### src/design/gdct_defines.svh
// Named constants of the graphics DRAM command-timing link.
// Assumes inclusion by bare name from every file that needs a figure.
`ifndef GDCT_DEFINES_SVH
`define GDCT_DEFINES_SVH

// Clock period and documented spacings
`define GDCT_CLK_PS        10000
`define GDCT_MODE_LOAD_GAP 7
`define GDCT_MODE_TO_READ  9
`define GDCT_REFI_NS       3900
`define GDCT_REF_PER_WIN   8192
`define GDCT_REF_WIN_MS    32
`define GDCT_DLL_CYCLES    5000
`define GDCT_FAW_ACTS      4
`define GDCT_WL_MIN        1
`define GDCT_WL_MAX        6

// Core times in ns, plain defaults; read latency in cycles and the bank count
`define GDCT_FAW_NS        40
`define GDCT_RRD_NS        10
`define GDCT_RAS_NS        30
`define GDCT_WR_NS         12
`define GDCT_RFC_NS        50
`define GDCT_READ_LAT      4
`define GDCT_NUM_BANKS     8

// Register word indices on the software bus
`define GDCT_REG_CMD       3'h0
`define GDCT_REG_MODE      3'h1
`define GDCT_REG_WDATA     3'h2
`define GDCT_REG_RDATA     3'h3
`define GDCT_REG_STATUS    3'h4

// Field positions and the write latency reset value
`define GDCT_CMD_BANK_LSB  3
`define GDCT_CMD_AP_BIT    6
`define GDCT_MODE_WRA_LSB  3
`define GDCT_WL_RESET      3'h1
`define GDCT_ST_PEND       0
`define GDCT_ST_DLL        1
`define GDCT_ST_RVALID     2
`define GDCT_ST_CKE        3
`define GDCT_ST_REF        4
`define GDCT_ST_WBUSY      5

`endif

### src/design/gdct_pkg.sv
// Types shared by both ends of the graphics DRAM command-timing link.
// Assumes nothing beyond a SystemVerilog compiler.
package gdct_pkg;

  // Commands on the link
  typedef enum logic [2:0] {
    GDCT_NOP,
    GDCT_MRS,
    GDCT_ACT,
    GDCT_RD,
    GDCT_WR,
    GDCT_PRE,
    GDCT_REF,
    GDCT_DLLR
  } gdct_cmd_t;

  // Strobe sequencing, shared by write and read strobes
  typedef enum logic [2:0] {
    STRB_OFF,
    STRB_PRE,
    STRB_DATA,
    STRB_POST,
    STRB_FINAL
  } gdct_strb_t;

  typedef logic [15:0] gdct_cnt_t;

endpackage

### src/design/gdct_link_if.sv
// Link between controller and memory: command, mode, data and strobes.
// Assumes one shared clock; each direction has its own wires, data and strobes each with its own enable.
`timescale 1ns/100ps
interface gdct_link_if;
  import gdct_pkg::*;

  logic            cke;
  gdct_cmd_t       cmd;
  logic [2:0]      bank;
  logic            ap;
  logic [7:0]      mode;
  logic [31:0]     wdata;
  logic            wdata_oe;
  logic            write_strobe_o;
  logic            write_strobe_oe;
  logic [31:0]     rdata;
  logic            rdata_oe;
  logic [3:0]      read_strobe_o;
  logic [3:0]      read_strobe_oe;

  modport ctrl (
    output cke, cmd, bank, ap, mode, wdata, wdata_oe, write_strobe_o, write_strobe_oe,
    input  rdata, rdata_oe, read_strobe_o, read_strobe_oe
  );

  modport mem (
    input  cke, cmd, bank, ap, mode, wdata, wdata_oe, write_strobe_o, write_strobe_oe,
    output rdata, rdata_oe, read_strobe_o, read_strobe_oe
  );

endinterface

### src/design/gdct_ctrl.sv
// Controller end: software registers over Avalon-MM, command timing, strobes.
// Assumes the memory end on the link interface and the same sys_clk.
//
// Added by the designer: the register offsets and the Avalon-MM slave port.
`timescale 1ns/100ps
`include "gdct_defines.svh"
// Operation
// - Seven cycles after mode load before anything
// - Nine cycles after mode load before read
// - Refresh 8K per 32ms, every 3.9us
// - At most four activates per rolling window
// - Window in cycles, time over period, up
// - Auto precharge waits for row active minimum
// - DLL reset, then 5K cycles before reads
// - Write latency 1..6, data that late
// - Latency 1 or 3: buffers always on
// - Latency 4 or 6: buffers only writing
// - Write recovery cycles rounded up into mode
// - Controller drives final write strobe rise high
// - Memory drives final read strobe rise
// - Read preamble low before first rising edge
// - Write strobe valid by write command cycle
// - Clock enable high during refresh, else low; the controller also holds it high for commands, open rows, strobes and reads
// - Read strobe n covers byte lane n
module gdct_ctrl
#(
  parameter int DLL_CYCLES = `GDCT_DLL_CYCLES,
  parameter int READ_LAT   = `GDCT_READ_LAT
)
(
  input  wire logic        sys_clk,
  input  wire logic        rst_n,
  input  wire logic [2:0]  avs_address,
  input  wire logic        avs_read,
  input  wire logic        avs_write,
  input  wire logic [31:0] avs_writedata,
  input  wire logic [3:0]  avs_byteenable,
  output logic [31:0]      avs_readdata,
  output logic             avs_waitrequest,
  output gdct_pkg::gdct_cmd_t issued_cmd,
  gdct_link_if.ctrl        lnk
);
  import gdct_pkg::*;

  // Times to cycles: least times round up, the refresh interval rounds down
  localparam int FAW_CYC  = (`GDCT_FAW_NS * 1000 + `GDCT_CLK_PS - 1) / `GDCT_CLK_PS;
  localparam int RRD_CYC  = (`GDCT_RRD_NS * 1000 + `GDCT_CLK_PS - 1) / `GDCT_CLK_PS;
  localparam int RAS_CYC  = (`GDCT_RAS_NS * 1000 + `GDCT_CLK_PS - 1) / `GDCT_CLK_PS;
  localparam int WR_CYC   = (`GDCT_WR_NS * 1000 + `GDCT_CLK_PS - 1) / `GDCT_CLK_PS;
  localparam int RFC_CYC  = (`GDCT_RFC_NS * 1000 + `GDCT_CLK_PS - 1) / `GDCT_CLK_PS;
  localparam int REFI_CYC = (`GDCT_REFI_NS * 1000) / `GDCT_CLK_PS;

  if (DLL_CYCLES < 1 || DLL_CYCLES > 65535 || READ_LAT < 3 || READ_LAT > 15
      || WR_CYC > 31)
  begin : g_chk
    $error("gdct_ctrl: parameter out of range");
  end

  // Bank number to one-hot, used for activate, precharge and close
  function automatic logic [7:0] bank_hot(input logic [2:0] b);
    bank_hot = 8'h01 << b;
  endfunction

  logic        pend_r, pend_nxt, ap_r, ap_nxt;
  gdct_cmd_t   op_r, op_nxt, cmd_o_r, cmd_o_nxt, last_r, last_nxt;
  logic [2:0]  bank_r, bank_nxt, bank_o_r, bank_o_nxt, wl_r, wl_nxt;
  logic        ap_o_r, ap_o_nxt, cke_r, cke_nxt, rvalid_r, rvalid_nxt;
  logic [31:0] wdata_r, wdata_nxt, rdata_r, rdata_nxt, lwdata_r, lwdata_nxt;
  logic [31:0] rdo_r, rdo_nxt;
  logic        rd_ack_r, rd_ack_nxt, ref_pend_r, ref_pend_nxt;
  gdct_cnt_t   gap_r, gap_nxt, mtr_r, mtr_nxt, refi_r, refi_nxt, rfc_r, rfc_nxt;
  gdct_cnt_t   dll_r, dll_nxt, rrd_r, rrd_nxt, rdw_r, rdw_nxt;
  gdct_cnt_t   faw_r [`GDCT_FAW_ACTS];
  gdct_cnt_t   faw_nxt [`GDCT_FAW_ACTS];
  gdct_strb_t  ws_r, ws_nxt;
  logic [2:0]  wcnt_r, wcnt_nxt;
  logic        ws_lvl_r, ws_lvl_nxt, ws_oe_r, ws_oe_nxt;
  logic [7:0]  open_w, ready_w, ras_ok_w, act_w, pre_w, apc_w;
  logic        faw_free, sw_ok, go_ref, go_sw, wr_take, cmd_stall;
  gdct_cmd_t   go_cmd;

  // Per-bank row timers: open flag, row active minimum, reopen hold
  for (genvar b = 0; b < `GDCT_NUM_BANKS; b++)
  begin : g_bank
    logic      open_r, open_nxt;
    gdct_cnt_t ras_r, ras_nxt, hold_r, hold_nxt;
    assign open_w[b]   = open_r;
    assign ras_ok_w[b] = (ras_r == '0);
    assign ready_w[b]  = !open_r && (hold_r == '0);

    always_comb
    begin
      open_nxt = open_r;
      ras_nxt  = (ras_r != '0) ? ras_r - 16'h0001 : ras_r;
      hold_nxt = (hold_r != '0) ? hold_r - 16'h0001 : hold_r;
      if (act_w[b])
      begin
        open_nxt = 1'b1;
        ras_nxt  = 16'(RAS_CYC);
      end
      else if (pre_w[b])
        open_nxt = 1'b0;
      else if (apc_w[b])
      begin
        open_nxt = 1'b0;
        hold_nxt = ras_r + 16'(WR_CYC);
      end
    end

    always_ff @(posedge sys_clk)
    begin
      if (!rst_n)
      begin
        open_r <= 1'b0;
        ras_r  <= '0;
        hold_r <= '0;
      end
      else
      begin
        open_r <= open_nxt;
        ras_r  <= ras_nxt;
        hold_r <= hold_nxt;
      end
    end
  end

  // Bus answers: reads wait one cycle, a command write waits while one pends
  assign cmd_stall       = avs_write && (avs_address == `GDCT_REG_CMD) && pend_r;
  assign avs_waitrequest = (avs_read && !rd_ack_r) || cmd_stall;
  assign wr_take         = avs_write && !cmd_stall;

  // Spacing checks ahead of any issue
  always_comb
  begin
    faw_free = 1'b0;
    for (int i = 0; i < `GDCT_FAW_ACTS; i++)
      faw_free = faw_free || (faw_r[i] == '0);
    case (op_r)
      GDCT_RD:  sw_ok = (mtr_r == '0) && (dll_r == '0) && open_w[bank_r]
                        && (ws_r == STRB_OFF) && (rdw_r == '0);
      GDCT_WR:  sw_ok = open_w[bank_r] && (ws_r == STRB_OFF) && (rdw_r == '0);
      GDCT_ACT: sw_ok = ready_w[bank_r] && faw_free && (rrd_r == '0);
      GDCT_PRE: sw_ok = ras_ok_w[bank_r];
      GDCT_REF: sw_ok = !(|open_w);
      GDCT_MRS: sw_ok = (ws_r == STRB_OFF) && (rdw_r == '0);
      default:  sw_ok = 1'b1;
    endcase
    go_ref = ref_pend_r && !(|open_w) && (gap_r == '0) && (rfc_r == '0);
    go_sw  = pend_r && sw_ok && !go_ref && (gap_r == '0) && (rfc_r == '0);
    go_cmd = go_ref ? GDCT_REF : (go_sw ? op_r : GDCT_NOP);
    act_w  = (go_cmd == GDCT_ACT) ? bank_hot(bank_r) : 8'h00;
    pre_w  = (go_cmd == GDCT_PRE) ? bank_hot(bank_r) : 8'h00;
    apc_w  = ((go_cmd == GDCT_RD) || (go_cmd == GDCT_WR)) && ap_r ? bank_hot(bank_r) : 8'h00;
  end

  // Registers, counters, issue and strobe sequencing
  always_comb
  begin
    pend_nxt = pend_r && !go_sw;
    op_nxt   = op_r;
    bank_nxt = bank_r;
    ap_nxt   = ap_r;
    wl_nxt   = wl_r;
    wdata_nxt = wdata_r;
    rdata_nxt = rdata_r;
    rvalid_nxt = rvalid_r && !(rd_ack_r && avs_address == `GDCT_REG_RDATA);
    gap_nxt  = (gap_r != '0) ? gap_r - 16'h0001 : gap_r;
    mtr_nxt  = (mtr_r != '0) ? mtr_r - 16'h0001 : mtr_r;
    rfc_nxt  = (rfc_r != '0) ? rfc_r - 16'h0001 : rfc_r;
    dll_nxt  = (dll_r != '0) ? dll_r - 16'h0001 : dll_r;
    rrd_nxt  = (rrd_r != '0) ? rrd_r - 16'h0001 : rrd_r;
    rdw_nxt  = (rdw_r != '0) ? rdw_r - 16'h0001 : rdw_r;
    // Reload one short: a full REFI_CYC period, never one cycle more
    refi_nxt = (refi_r != '0) ? refi_r - 16'h0001 : 16'(REFI_CYC - 1);
    // Expiry sets the request; an expiry in the issue cycle is kept
    ref_pend_nxt = (ref_pend_r && !go_ref) || (refi_r == '0);
    for (int i = 0; i < `GDCT_FAW_ACTS; i++)
      faw_nxt[i] = (faw_r[i] != '0) ? faw_r[i] - 16'h0001 : faw_r[i];
    // Software writes with byte enables
    if (wr_take)
    begin
      case (avs_address)
        `GDCT_REG_CMD:
          if (avs_byteenable[0])
          begin
            pend_nxt = 1'b1;
            op_nxt   = gdct_cmd_t'(avs_writedata[2:0]);
            bank_nxt = avs_writedata[`GDCT_CMD_BANK_LSB +: 3];
            ap_nxt   = avs_writedata[`GDCT_CMD_AP_BIT];
          end
        `GDCT_REG_MODE:
          if (avs_byteenable[0] && avs_writedata[2:0] >= 3'(`GDCT_WL_MIN)
              && avs_writedata[2:0] <= 3'(`GDCT_WL_MAX))
            wl_nxt = avs_writedata[2:0];
        `GDCT_REG_WDATA:
          for (int l = 0; l < 4; l++)
            if (avs_byteenable[l])
              wdata_nxt[8*l +: 8] = avs_writedata[8*l +: 8];
        default: ;
      endcase
    end
    // Loading counters on issue
    case (go_cmd)
      GDCT_MRS:
      begin
        gap_nxt = 16'(`GDCT_MODE_LOAD_GAP);
        mtr_nxt = 16'(`GDCT_MODE_TO_READ);
      end
      GDCT_ACT:
      begin
        rrd_nxt = 16'(RRD_CYC);
        for (int i = `GDCT_FAW_ACTS - 1; i >= 0; i--)
          if (faw_r[i] == '0)
            faw_nxt[i] = 16'(FAW_CYC);
      end
      GDCT_REF:  rfc_nxt = 16'(RFC_CYC);
      GDCT_DLLR: dll_nxt = 16'(DLL_CYCLES);
      GDCT_RD:   rdw_nxt = 16'(READ_LAT + 3);
      default: ;
    endcase
    // Lowest free window slot only, so one activate uses one slot
    if (go_cmd == GDCT_ACT)
      for (int i = 0; i < `GDCT_FAW_ACTS; i++)
        if (faw_r[i] == '0)
          for (int j = i + 1; j < `GDCT_FAW_ACTS; j++)
            if (faw_r[j] == '0)
              faw_nxt[j] = '0;
    cmd_o_nxt  = go_cmd;
    bank_o_nxt = bank_r;
    ap_o_nxt   = ap_r;
    last_nxt   = (go_cmd != GDCT_NOP) ? go_cmd : last_r;
    // Enable held through refresh and activity, low in standby
    cke_nxt = (go_cmd != GDCT_NOP) || (rfc_nxt != '0) || (|open_w)
              || (ws_r != STRB_OFF) || (rdw_r != '0);
    // Write strobe: valid low from the command, high with data, postamble, final rise
    wcnt_nxt   = (wcnt_r != 3'h0) ? wcnt_r - 3'h1 : wcnt_r;
    lwdata_nxt = lwdata_r;
    case (ws_r)
      STRB_OFF:
        if (go_cmd == GDCT_WR)
        begin
          ws_nxt   = STRB_PRE;
          wcnt_nxt = wl_r;
        end
        else
          ws_nxt = STRB_OFF;
      STRB_PRE:
        if (wcnt_r == 3'h1)
        begin
          ws_nxt     = STRB_DATA;
          lwdata_nxt = wdata_r;
        end
        else
          ws_nxt = STRB_PRE;
      STRB_DATA:  ws_nxt = STRB_POST;
      STRB_POST:  ws_nxt = STRB_FINAL;
      STRB_FINAL: ws_nxt = STRB_OFF;
      default:    ws_nxt = STRB_OFF;
    endcase
    ws_lvl_nxt = (ws_nxt == STRB_DATA) || (ws_nxt == STRB_FINAL);
    ws_oe_nxt  = (ws_nxt != STRB_OFF);
    // Each lane taken on its own strobe
    for (int l = 0; l < 4; l++)
      if (lnk.read_strobe_oe[l] && lnk.read_strobe_o[l] && lnk.rdata_oe)
      begin
        rdata_nxt[8*l +: 8] = lnk.rdata[8*l +: 8];
        rvalid_nxt          = 1'b1;
      end
    // Registered read answer
    rd_ack_nxt = avs_read && !rd_ack_r;
    rdo_nxt    = rdo_r;
    if (avs_read && !rd_ack_r)
      case (avs_address)
        `GDCT_REG_CMD:    rdo_nxt = {25'h0, ap_r, bank_r, op_r};
        `GDCT_REG_MODE:   rdo_nxt = {24'h0, 5'(WR_CYC), wl_r};
        `GDCT_REG_WDATA:  rdo_nxt = wdata_r;
        `GDCT_REG_RDATA:  rdo_nxt = rdata_r;
        `GDCT_REG_STATUS: rdo_nxt = {26'h0, (ws_r != STRB_OFF), ref_pend_r, cke_r,
                                     rvalid_r, (dll_r == '0), pend_r};
        default:          rdo_nxt = 32'h0000_0000;
      endcase
  end

  always_ff @(posedge sys_clk)
  begin
    if (!rst_n)
    begin
      pend_r <= 1'b0;   op_r <= GDCT_NOP;   bank_r <= '0;   ap_r <= 1'b0;
      wl_r <= `GDCT_WL_RESET;   wdata_r <= '0;   rdata_r <= '0;   rvalid_r <= 1'b0;
      gap_r <= '0;   mtr_r <= '0;   rfc_r <= '0;   rrd_r <= '0;   rdw_r <= '0;
      dll_r <= 16'(DLL_CYCLES);   refi_r <= 16'(REFI_CYC - 1);   ref_pend_r <= 1'b0;
      for (int i = 0; i < `GDCT_FAW_ACTS; i++)
        faw_r[i] <= '0;
      cmd_o_r <= GDCT_NOP;   bank_o_r <= '0;   ap_o_r <= 1'b0;   last_r <= GDCT_NOP;
      cke_r <= 1'b0;   ws_r <= STRB_OFF;   wcnt_r <= '0;   lwdata_r <= '0;
      ws_lvl_r <= 1'b0;   ws_oe_r <= 1'b0;   rd_ack_r <= 1'b0;   rdo_r <= '0;
    end
    else
    begin
      pend_r <= pend_nxt;   op_r <= op_nxt;   bank_r <= bank_nxt;   ap_r <= ap_nxt;
      wl_r <= wl_nxt;   wdata_r <= wdata_nxt;   rdata_r <= rdata_nxt;
      rvalid_r <= rvalid_nxt;   gap_r <= gap_nxt;   mtr_r <= mtr_nxt;   rfc_r <= rfc_nxt;
      rrd_r <= rrd_nxt;   rdw_r <= rdw_nxt;   dll_r <= dll_nxt;   refi_r <= refi_nxt;
      ref_pend_r <= ref_pend_nxt;   faw_r <= faw_nxt;
      cmd_o_r <= cmd_o_nxt;   bank_o_r <= bank_o_nxt;   ap_o_r <= ap_o_nxt;
      last_r <= last_nxt;   cke_r <= cke_nxt;   ws_r <= ws_nxt;   wcnt_r <= wcnt_nxt;
      lwdata_r <= lwdata_nxt;   ws_lvl_r <= ws_lvl_nxt;   ws_oe_r <= ws_oe_nxt;
      rd_ack_r <= rd_ack_nxt;   rdo_r <= rdo_nxt;
    end
  end

  // Link drive from registers
  assign lnk.cke             = cke_r;
  assign lnk.cmd             = cmd_o_r;
  assign lnk.bank            = bank_o_r;
  assign lnk.ap              = ap_o_r;
  assign lnk.mode            = {5'(WR_CYC), wl_r};
  assign lnk.wdata           = lwdata_r;
  assign lnk.wdata_oe        = (ws_r == STRB_DATA);
  assign lnk.write_strobe_o  = ws_lvl_r;
  assign lnk.write_strobe_oe = ws_oe_r;
  assign avs_readdata        = rdo_r;
  assign issued_cmd          = last_r;

endmodule

### src/flat_wrapper.sv
// flat-port wrapper written by rule: the top's interface ports become plain ports
module gdct_ctrl_flat import gdct_pkg::*;
#(
  parameter int DLL_CYCLES = `GDCT_DLL_CYCLES,
  parameter int READ_LAT   = `GDCT_READ_LAT
)
  (sys_clk, rst_n, avs_address, avs_read, avs_write, avs_writedata, avs_byteenable, avs_readdata, avs_waitrequest, issued_cmd, lnk_cke, lnk_cmd, lnk_bank, lnk_ap, lnk_mode, lnk_wdata, lnk_wdata_oe, lnk_write_strobe_o, lnk_write_strobe_oe, lnk_rdata, lnk_rdata_oe, lnk_read_strobe_o, lnk_read_strobe_oe);
  gdct_link_if lnk_i ();
  input  wire logic sys_clk;
  input  wire logic rst_n;
  input  wire logic [2:0] avs_address;
  input  wire logic avs_read;
  input  wire logic avs_write;
  input  wire logic [31:0] avs_writedata;
  input  wire logic [3:0] avs_byteenable;
  output logic [31:0] avs_readdata;
  output logic avs_waitrequest;
  output gdct_pkg::gdct_cmd_t issued_cmd;
  output wire logic [$bits(lnk_i.cke)-1:0] lnk_cke;
  output wire logic [$bits(lnk_i.cmd)-1:0] lnk_cmd;
  output wire logic [$bits(lnk_i.bank)-1:0] lnk_bank;
  output wire logic [$bits(lnk_i.ap)-1:0] lnk_ap;
  output wire logic [$bits(lnk_i.mode)-1:0] lnk_mode;
  output wire logic [$bits(lnk_i.wdata)-1:0] lnk_wdata;
  output wire logic [$bits(lnk_i.wdata_oe)-1:0] lnk_wdata_oe;
  output wire logic [$bits(lnk_i.write_strobe_o)-1:0] lnk_write_strobe_o;
  output wire logic [$bits(lnk_i.write_strobe_oe)-1:0] lnk_write_strobe_oe;
  input wire logic [$bits(lnk_i.rdata)-1:0] lnk_rdata;
  input wire logic [$bits(lnk_i.rdata_oe)-1:0] lnk_rdata_oe;
  input wire logic [$bits(lnk_i.read_strobe_o)-1:0] lnk_read_strobe_o;
  input wire logic [$bits(lnk_i.read_strobe_oe)-1:0] lnk_read_strobe_oe;
  assign lnk_cke = lnk_i.cke;
  assign lnk_cmd = lnk_i.cmd;
  assign lnk_bank = lnk_i.bank;
  assign lnk_ap = lnk_i.ap;
  assign lnk_mode = lnk_i.mode;
  assign lnk_wdata = lnk_i.wdata;
  assign lnk_wdata_oe = lnk_i.wdata_oe;
  assign lnk_write_strobe_o = lnk_i.write_strobe_o;
  assign lnk_write_strobe_oe = lnk_i.write_strobe_oe;
  assign lnk_i.rdata = lnk_rdata;
  assign lnk_i.rdata_oe = lnk_rdata_oe;
  assign lnk_i.read_strobe_o = lnk_read_strobe_o;
  assign lnk_i.read_strobe_oe = lnk_read_strobe_oe;
  gdct_ctrl #(.DLL_CYCLES(DLL_CYCLES), .READ_LAT(READ_LAT)) u_core (.sys_clk(sys_clk), .rst_n(rst_n), .avs_address(avs_address), .avs_read(avs_read), .avs_write(avs_write), .avs_writedata(avs_writedata), .avs_byteenable(avs_byteenable), .avs_readdata(avs_readdata), .avs_waitrequest(avs_waitrequest), .issued_cmd(issued_cmd), .lnk(lnk_i));
endmodule
### config.mk
export PLATFORM = sky130hd
export DESIGN_NAME = gdct_ctrl_flat
export DESIGN_NICKNAME = d
export VERILOG_FILES = /design/src/design/gdct_pkg.sv /design/src/design/gdct_link_if.sv /design/src/design/gdct_ctrl.sv /design/src/flat_wrapper.sv
export VERILOG_INCLUDE_DIRS = /design/src /design/src/design
export SDC_FILE = /design/constraint.sdc
export NUM_CORES = 1
export LEC_CHECK = 0
export ABC_AREA = 1
export BUFFER_PORTS_ARGS = -buffer_cell sky130_fd_sc_hd__buf_2
export CORE_MARGIN = 2
export CORE_UTILIZATION = 45
export DETAILED_ROUTE_END_ITERATION = 16
export GPL_ROUTABILITY_DRIVEN = 0
export PLACE_DENSITY = 0.72
export SLEW_MARGIN = 20
export SYNTH_ARGS = -nofsm -noshare
export SYNTH_HDL_FRONTEND = slang
export SYNTH_SLANG_ARGS = --single-unit
### constraint.sdc
create_clock -name sys_clk -period 2.6 [get_ports sys_clk]
set_clock_uncertainty 0.15 [all_clocks]
set_input_delay 0.52 -clock sys_clk [delete_from_list [all_inputs] [get_ports sys_clk]]
set_output_delay 0.52 -clock sys_clk [all_outputs]
set_load 0.03 [all_outputs]
Word level (Yosys, flattened, before mapping)
Index checks and enable logic that the tools add are counted.
W data, S select, Z words.
- register bits after elaboration: 601
- output and inout port bits: 87
- word-level logic and storage cells: 435
- input port bits: 84
- add/sub/neg operators: 36
- muxes and demuxes: 127
- shift-type cells: 1
- bitwise gates (word level): 1
- order comparisons: 3
- equal/unequal tests: 23
- reduce and logical (&&, ||, !) cells: 170
- operators with widths (operator ; count):
    $mux W16 ; 49
    $reduce_bool A16 Y1 ; 28
    $logic_not A16 Y1 ; 27
    $sub A16 B1 Y16 const B ; 27
    $pmux W32 S5 ; 1
    $add A16 B2 Y16 const B ; 8
    $mux W48 ; 2
    $mux W64 ; 1
    $logic_and A1 B1 Y1 ; 43
    $mux W1 ; 37
    $reduce_bool A3 Y1 ; 12
    $mux W2 ; 17
    $mux W32 ; 1
    $eq A3 B2 Y1 const B ; 9
    $eq A3 B3 Y1 const B ; 9
    $mux W3 ; 9
    $mux W8 ; 3
    $reduce_bool A2 Y1 ; 12
    $reduce_or A2 Y1 ; 12
    $reduce_and A3 Y1 ; 6
    $eq A3 B1 Y1 const B ; 5
    $logic_not A1 Y1 ; 14
    $pmux W3 S4 ; 1
    $logic_or A1 B1 Y1 ; 11
    other kinds (12) ; 17

Longest topological paths before layout
Gate-level depths: netlist of the first run.
- depth after elaboration: 22
- gate-level depth with buffers: 21

Worst setup path before layout of the first run
OpenSTA, ideal clock, no wires.
- path kind: register -> register
- start: reg u_core.rrd_r[0]
- end: reg u_core.g_bank[3].ras_r[9]
- setup time: 117 ps
- stages on the path, launching flop included: 21
- period minus slack after synthesis: 2629 ps
- setup slack: -29 ps
- arrival time: 2361 ps
- cells stage by stage: dfxtp_1 > inv_1 > ha_1 > nand2_2 > nor2_4 > nand2_1 > nor2_2 > nand2_1 > nor2_2 > nand2_1 > a21oi_1 > nand3_1 > nand3_2 > nand3_1 > nand2_1 > nand3_4 > inv_2 > nand2_2 > nand2_2 > buf_4 > a21oi_1
- word-level cells in the longest chain between the ends: 12
- ends and longest elaborated chain (what ; RTL line ; RTL):
    from (decl) ; gdct_ctrl.sv:72 ; gdct_cnt_t dll_r, dll_nxt, rrd_r, rrd_nxt, rdw_r, rdw_nxt;
    from (signal assigned) ; gdct_ctrl.sv:303 ; rrd_r <= rrd_nxt; rdw_r <= rdw_nxt; dll_r <= dll_nxt; refi_r <= refi_nxt;
    $logic_not A16 Y1 ; gdct_ctrl.sv:142 ; GDCT_ACT: sw_ok = ready_w[bank_r] && faw_free && (rrd_r == '0);
    $logic_and A1 B1 Y1 ; gdct_ctrl.sv:142 ;
    $pmux W1 S6 ; gdct_ctrl.sv:138 ; case (op_r)
    $logic_and A1 B1 Y1 (4 in a row) ; gdct_ctrl.sv:149 ; go_sw = pend_r && sw_ok && !go_ref && (gap_r == '0) && (rfc_r == '0);
    $mux W3 (2 in a row) ; gdct_ctrl.sv:150 ; go_cmd = go_ref ? GDCT_REF : (go_sw ? op_r : GDCT_NOP);
    $eq A3 B2 Y1 ; gdct_ctrl.sv:151 ; act_w = (go_cmd == GDCT_ACT) ? bank_hot(bank_r) : 8'h00;
    $mux W8 ; gdct_ctrl.sv:151 ;
    $reduce_or A2 Y1 (no source line) ; - ;
    to (signal assigned) ; gdct_ctrl.sv:121 ; ras_r <= ras_nxt;
    to (decl) ; gdct_ctrl.sv:86 ; gdct_cnt_t ras_r, ras_nxt, hold_r, hold_nxt;
Every way passes these cells.
A chain may end at the register's enable or synchronous reset.

Worst setup path after layout of the first run
- start: reg u_core.rrd_r[0]
- end: reg u_core.g_bank[4].hold_r[3]
- word-level cells in the longest chain between the ends: 16
- ends and longest elaborated chain (what ; RTL line ; RTL):
    $logic_not A16 Y1 (*) ; gdct_ctrl.sv:142 ;
    $logic_and A1 B1 Y1 (*) ; gdct_ctrl.sv:142 ;
    $pmux W1 S6 (*) ; gdct_ctrl.sv:138 ;
    $logic_and A1 B1 Y1 (*) (4 in a row) ; gdct_ctrl.sv:149 ;
    $mux W3 (*) (2 in a row) ; gdct_ctrl.sv:150 ;
    $eq A3 B2 Y1 / $eq A3 B3 Y1 (equally long branches) ; gdct_ctrl.sv:153 ; apc_w = ((go_cmd == GDCT_RD) || (go_cmd == GDCT_WR)) && ap_r ? bank_hot(bank_r) : 8'h00;
    $logic_or A1 B1 Y1 ; gdct_ctrl.sv:153 ;
    $logic_and A1 B1 Y1 ; gdct_ctrl.sv:153 ;
    $mux W8 ; gdct_ctrl.sv:153 ;
    $mux W16 ; gdct_ctrl.sv:103 ; else if (apc_w[b])
    $mux W16 ; gdct_ctrl.sv:101 ; else if (pre_w[b])
    $mux W16 (*) ; gdct_ctrl.sv:96 ; if (act_w[b])
    to (signal assigned) ; gdct_ctrl.sv:122 ; hold_r <= hold_nxt;
    to (decl) ; gdct_ctrl.sv:86 ;
Every way passes the cells marked *; elsewhere a longest branch is shown, timed or not.

==> summary.txt, run 1 <==
Setup path
  • Setup crit end kind: flip-flop
  • Worst Setup Path Type: reg2reg
  • Reg2reg end: u_core.g_bank[4].hold_r[3]
  • Slowest CP cell: dfxtp_2
  • Worst-path maximum fanout: 5
  • Worst r2r path cells: 21
  • R2r setup slk: -0.60 ns
  • Cell Chain, Critical Path: inv_2 > ha_4 > nand2_4 > nor2_4 > nand2_2 > nor2_4 > nand2_2 > nor2_4 > nand2_1 > a21oi_2 > nand3_2 > nand3_4 > nand3_4 > clkinv_4 > nand4_4 > buf_12 > nand2_8 > nand3_4 > clkbuf_16 > o21bai_1 > nor2_1
  • CP required: ~3.0 ns
  • Slowest Stage Delay on Critical Path: ~0.32 ns
  • CP arrival: around 3.6 ns
  • Critical path launch point type: flip-flop
  • CP bufs+invs: 4
  • Worst r2r src: u_core.rrd_r[0]
  • CP top delay family: simple AND/OR/NAND/NOR gates

Drt
  • DRC errors left: 0
  • Vias per cell: 4.97
  • Drt total wl: 89.4 mm
  • Antenna-violating nets left: 0
  • Vias: 31484
  • DR WL/cell: 14.1 µm
  • DRT Pass-1 Iters: 6
  • DRT iter0 DRCs: 1987

Power and ir drop
  • PwrDens: 1170 nW/µm²
  • Worst VDD drop: approximately 0.57 mV
  • Leakage power: 20.1 nW

Clock network
  • CTS tree: built
  • H-tree depth: 3
  • TritonCTS buffer count: 69
  • Clock Latency Late Sink: about 0.62 ns
  • Clock slew at reported path FFs: 0.06 ns
  • Clk root buf: clkbuf_16
  • Max clock buf depth: 3
  • Clk sink count: 601

GRT
  • Initial antenna violation count: 3
  • Largest net degree at the start of global routing: 84
  • Overflow after GRT: 0
  • First-pass GRT wire length: 139 mm
  • Global Route Usage Sum: 23.2%
  • Vias in the first global route: 29970

STA
  • Fmax: 312 MHz
  • Final min period: 3.20 ns
  • Fin. Hold Viols: 0
  • Hold Slack: 0.0233 ns
  • Worst Max-Slew Pin Slew: 0.950 ns
  • Fin worst setup slack: -0.604 ns
  • Slew Limit Fails: 0
  • Final worst path period share: 123%
  • Setup Viol. Count Final: approximately 370
  • RSZ-0062 raised after global routing: true
  • Slew HR: a little over a third

Yosys
  • Most used DFF post-synth: dfxtp_1
  • #FFs+latches synth: 601
  • EDFF count, synth: 0
  • Seq/Total Area, Yosys: 38.4%
  • FFs w/ async S/R, synth: 0%
  • Mapped cell area: around 31000 µm²
  • Avg Inst Size Synth: 6.98 µm²
  • Yosys warns: 0
  • Post-synth top area cell: dfxtp_1
  • Cell count after synthesis: 4489
  • Top cell type's share of synthesized area: 38.4%
  • Synth area leaders: dfxtp_1 (38%), nor2_1 (11%), nand2_1 (9.3%), xor2_1 (7.5%), inv_1 (6.4%)
  • Number of distinct library cells after synthesis: 64

Hold path
  • Hold Crit Start: avs_writedata[24]
  • Hold WC Path Type: in2reg
  • Hold EP: u_core.wdata_r[24]
  • Hold path depth: 3

Place
  • Final HPWL DP: ~60 mm
  • Post-Place Cells: 6120
  • Placed inst area: ~38000 µm²
  • PortBufs: roughly 170
  • Setup Slack @ Placement: -0.564 ns

Run status
  • Status: finished with violations
  • Failing checks: negative setup slack

Floorplan
  • Die Width: 268 µm
  • # rows: 96
  • IO Count: 171
  • Core area: approximately 70000 µm²
  • Initial core utilization: 45.6%
  • Chip height: 268 µm
  • Die area: 71700 µm²

Cells and area
  • Final Cell Area: about 43000 µm²
  • Share of layout cells above drive strength 1: about a quarter
  • Commonest non-fill, non-tap cell in the layout: nor2_1
  • Fillers: 5720
  • Synth-to-Final Area Change: 36.4%
  • Most frequent cells in the layout: nor2_1 (867), nand2_1 (681), buf_4 (657)
  • Final non-filler cell total: between 6000 and 7000
  • Nets: about 5500

Flow run
  • Max-cap viol count: 0
## metal layers
metal / wire (µm) / global-route usage [%] / part of all wire (%) / vias up
met5: 13 / 0 / 0.015 / -
met4: 3350 / 9.72 / 3.7 / 2
met3: 5600 / 4.65 / 6.3 / 218
met2: 42500 / 40.1 / 47 / 853
met1: 38000 / 28.2 / 42 / 14471
li1: - / - / - / 15940
## worst max-delay path by stage
stage / start / to / cells past startpoint
5_1_grt: u_core.gap_r[1] / u_core.g_bank[4].hold_r[3] / 18
2_1_floorplan: u_core.rrd_r[0] / u_core.g_bank[3].ras_r[9] / 20
4_1_cts: u_core.rrd_r[1] / u_core.g_bank[1].hold_r[8] / 22
3_5_place_dp: u_core.rrd_r[0] / u_core.g_bank[1].hold_r[3] / 21
6_report: u_core.rrd_r[0] / u_core.g_bank[4].hold_r[3] / 21
3_3_place_gp: u_core.bank_o_nxt[0] / u_core.g_bank[0].ras_r[3] / 18
## metrics by stage
step	total power [mW]	util (%)	setup TNS (ns)
finish	50.0	62.2	-117.38
global route	54.0	62.2	-171.29
CTS	48.4	60.0	-87.23
detailed placement	37.5	55.1	-152.00
global placement	36.9	55.1	-113.13
floorplan	28.6	-	-0.00168
## worst register-to-register path: stages (launching register included)
cell	delay [ns]
dfxtp_2	0.32
inv_2	0.07
ha_4	0.14
nand2_4	0.05
nor2_4	0.11
nand2_2	0.08
nor2_4	0.13
nand2_2	0.08
nor2_4	0.13
nand2_1	0.07
a21oi_2	0.19
nand3_2	0.14
nand3_4	0.13
nand3_4	0.11
clkinv_4	0.07
nand4_4	0.18
buf_12	0.20
nand2_8	0.08
nand3_4	0.15
clkbuf_16	0.26
o21bai_1	0.19
nor2_1	0.09
## kinds of logic (layout without fill, tap and decap cells)
logic type | after synthesis | count (layout) | share of synthesized area, %
muxes | 2 | 2 | 0.0679
adders and majority gates | 78 | 78 | 3.12
DFF | 601 | 601 | 38.4
and+or+nand+nor | 2189 | 2203 | 29.9
other | 2 | 7 | 0.0240
AOI/OAI and AO/OA | 599 | 599 | 10.5
buffers and inverters | 694 | 1587 | 8.83
xor gates and xnor gates | 324 | 324 | 9.06
## cells in the mapped netlist, drive strengths merged, types with 33 or more instances
cell type and n:
dfxtp 601, o21ai 203, a21oi 291, or2 33
nor3 125, xnor2 57, xor2 267, buf 62
ha 78, o21bai 41, nor2 934, nand3 181
clkbuf 67, nor4 34, nand2 804, inv 559
nand4 48
## report_power, final
group	internal, mW	switching, mW	total, mW
Clock	6.10	4.12	10.2
Sequential	11.7	1.35	13.1
Combinational	12.1	14.5	26.6
Total	29.9	20.0	50.0
## sequential cells by signal, indices dropped and copies added (netlist names), 32 cells and up
register	count
u_core.g_bank.hold_r	128
u_core.rdata_r	32
u_core.faw_r	64
u_core.lnk.wdata	32
u_core.g_bank.ras_r	128
u_core.wdata_r	32
u_core.avs_readdata	32
## what timing repair did
action,4_1_cts,5_1_grt
resized for setup,104,258
setup buffers,17,25
hold endpoints to repair,14,0
setup endpoints to repair,369,380
hold buffers,14,0
pin swaps,24,61
cloned,15,17
## area by class of cell
type                       instances  area (µm²)  area share, %
multi-input combinational       3211       17900           41.9
sequential                       601       12000           28.2
timing repair buffer             899        7050           16.5
inverter                         565        2140           5.01
clock buffer                      97        2030           4.76
tap                              931        1160           2.73
clock inverter                    26         375          0.879
antenna                            2        5.00         0.0117
Note: power is estimated with default switching activity, not from simulation.
==> inputs of run 2 (changes only) <==
PLACE_DENSITY = 0.63   (was 0.72)
RECOVER_POWER = 100   (was default)
==> summary.txt, run 2 (synthesis results as in run 1) <==
GRT
  • Global Route Usage Sum: 23.2% (-0.092 points)
  • Largest net degree at the start of global routing: 64 (-24%)
  • Overflow after GRT: 0 (unchanged)
  • Vias in the first global route: 29201 (-2.6%)
  • First-pass GRT wire length: 138 mm (-0.75%)
  • Initial antenna violation count: 0 (-3)

Setup path
  • Worst Setup EP: u_core.g_bank[7].hold_r[15]
  • CP required: 2.99 ns (+0.04 ns)
  • Setup crit end kind: flip-flop
  • CP most frequent cell: nand2_1
  • Cell Chain, Critical Path: inv_2 > ha_1 > nand2_1 > nor2_1 > nand2_1 > nor2_2 > nand2_2 > nand2_1 > nand2_1 > nand2_1 > a21oi_2 > nand3_4 > nand3_4 > nand4_4 > nand2_4 > buf_12 > nand3_4 > buf_6 > nand2_2 > nand2_1 > nor2_1
  • CP arrival: 3.38 ns (-0.18 ns)
  • Worst r2r src: u_core.mtr_r[0]
  • Worst-path maximum fanout: 7 (+2)
  • Worst Setup Path Type: reg2reg
  • Slowest Stage Delay on Critical Path: 0.33 ns (about the same)
  • Worst r2r path cells: 21 (unchanged)
  • Reg2reg end: u_core.g_bank[7].hold_r[15]
  • CP startpoint: u_core.mtr_r[0]
  • R2r setup slk: -0.39 ns (+0.21 ns)
  • Slowest CP cell: dfxtp_2
  • Critical path launch point type: flip-flop

Drt
  • DRT iter0 DRCs: 1693 (-15%)
  • Vias: 30214 (-4.0%)
  • DR WL/cell: 13.2 µm (-6.2%)
  • DRT Pass-1 Iters: 7 (+1)
  • Drt total wl: 83.5 mm (-6.6%)
  • Antenna-violating nets left: 0 (unchanged)
  • DRC errors left: 0 (unchanged)
  • Vias per cell: 4.79 (-3.6%)

STA
  • Final min period: 2.99 ns (-0.211 ns)
  • Setup Viol. Count Final: 358 (-2.5%)
  • Fin. Hold Viols: 0 (unchanged)
  • Fin worst setup slack: -0.393 ns (+0.211 ns)
  • Slew HR: 28.2% (-8.4 points)
  • RSZ-0062 raised after global routing: true
  • Slew Limit Fails: 0 (unchanged)
  • Fmax: 334 MHz (+7.1%)
  • Setup TNS: -72.29 ns (+45.09 ns)
  • Final worst path period share: 115% (-8.1 points)
  • Worst Max-Slew Pin Slew: 1.08 ns (+0.127 ns)

Cells and area
  • Synth-to-Final Area Change: 32.6%
  • Multi-input logic area: 17300 µm² (-3.4%)
  • Reg area: 12000 µm² (about the same)
  • Top flop regs: u_core.g_bank.hold_r: 128 flops, u_core.g_bank.ras_r: 128 flops, u_core.faw_r: 64 flops
  • Nets: 5481 (-0.51%)
  • N_diodes: 0 (-2)
  • Final Cell Area: 41500 µm² (-2.8%)
  • Share of layout cells above drive strength 1: 21.8% (-3.7 points)
  • Fillers: 6408 (+12%)
  • Most frequent cells in the layout: nor2_1 (879), nand2_1 (720), buf_4 (653)
  • Commonest non-fill, non-tap cell in the layout: nor2_1

Clock network
  • TritonCTS buffer count: 70 (+1.4%)
  • Clock Latency Late Sink: 0.62 ns (about the same)
  • Max clock buf depth: 3 (unchanged)
  • Clk root buf: clkbuf_16
  • CTS tree: built
  • H-tree depth: 3 (unchanged)
  • Clock slew at reported path FFs: 0.06 ns (about the same)
  • Clk sink count: 601 (unchanged)

Floorplan
  • Chip height: 268 µm (unchanged)
  • # rows: 96 (unchanged)
  • Initial core utilization: 45.6% (unchanged)
  • Core area: 68700 µm² (unchanged)
  • Die Width: 268 µm (unchanged)
  • Die area: 71700 µm² (unchanged)
  • IO Count: 171 (unchanged)

Run status
  • Status: finished with violations
  • Failing checks: negative setup slack

Place
  • PortBufs: 165 (unchanged)
  • Final HPWL DP: 59.9 mm (-0.16%)
  • Placed inst area: 37900 µm² (+0.20%)

Flow run
  • Max-cap viol count: 0 (unchanged)

Power and ir drop
  • Worst VDD drop: 0.543 mV (-5.5%)
  • PwrDens: 1170 nW/µm² (+0.13%)
  • Leakage power: 19.5 nW (-2.7%)

Hold path
  • Hold WC Path Type: in2reg
-- run 2: cell count changes in the layout (fill, tap and decap cells not counted), moves of 8 or more --
| cell | previous run | this run |
|---|---|---|
| nand2_2 | 78 | 56 |
| a21oi_1 | 242 | 272 |
| clkbuf_1 | 8 | 101 |
| a21oi_2 | 48 | 18 |
| clkbuf_8 | 20 | 12 |
| nand2_4 | 41 | 24 |
| nand2_1 | 681 | 720 |
| buf_2 | 164 | 83 |
| nor2_2 | 49 | 41 |
| nand3_4 | 26 | 14 |
| nor2_1 | 867 | 879 |
| buf_6 | 21 | 10 |
-- run 2: power by group --
part	switching, mW	internal [mW]	total (mW)
Sequential	1.30	11.7	13.0
Combinational	13.7	11.9	25.6
Clock	4.07	5.91	9.98
-- run 2: worst min-delay path by stage --
stage,cells after the start,start,end,slack [ns]
after floorplan,1,u_core.refi_r[0],u_core.refi_r[0],0.23
after global placement,1,u_core.refi_r[0],u_core.refi_r[0],0.25
after detailed placement,1,u_core.refi_r[0],u_core.refi_r[0],0.26
after CTS,3,avs_writedata[22],u_core.wdata_r[22],0.0002
after global routing,3,avs_writedata[23],u_core.wdata_r[23],0.03
final,3,avs_writedata[22],u_core.wdata_r[22],0.03
-- run 2: repair_timing --
item	in CTS	in global routing
pin swaps	13	42
hold buffers	19	0
buffers inserted	22	6
endpoints found under the setup margin	369	380
gates cloned	6	7
gates resized for setup	80	127
endpoints found under the hold margin	19	0
-- run 2: critical path: cells and delay by family (launching register included) --
family / cells / cell delay [ns]
flops: 1 / 0.33
compound gates: 1 / 0.23
fa+ha+maj: 1 / 0.18
buf+inv: 3 / 0.37
simple gates: 16 / 1.64
-- run 2: metal layers --
layer / wire (µm) / part of all wire (%) / track usage, %
met1: 39000 / 47 / 30.5
met2: 38400 / 46 / 39.0
met3: 4260 / 5.1 / 4.00
met4: 1780 / 2.1 / 6.43
met5: 0 / 0 / 0
-- run 2: metrics by stage --
step,hold WS (ns),power [mW],setup slack (ns),cells,util [%]
floorplan,0.230,28.6,-0.00135,4492,-
global placement,0.251,37.2,-0.538,6120,55.2
detailed placement,0.261,37.5,-0.566,6120,55.2
CTS,0.000172,48.2,-0.344,6290,59.7
global route,0.0290,53.0,-0.539,6303,60.5
finish,0.0283,48.6,-0.393,6303,60.5
-- run 2: final cells by class --
cell class                      count  share of cell area (%)
Tap cell                          931                    2.80
Clock buffer                      101                    4.84
Sequential cell                   601                    29.0
Timing Repair Buffer              882                    15.8
Inverter                          565                    5.12
Clock inverter                     24                   0.741
Multi-Input combinational cell   3199                    41.7
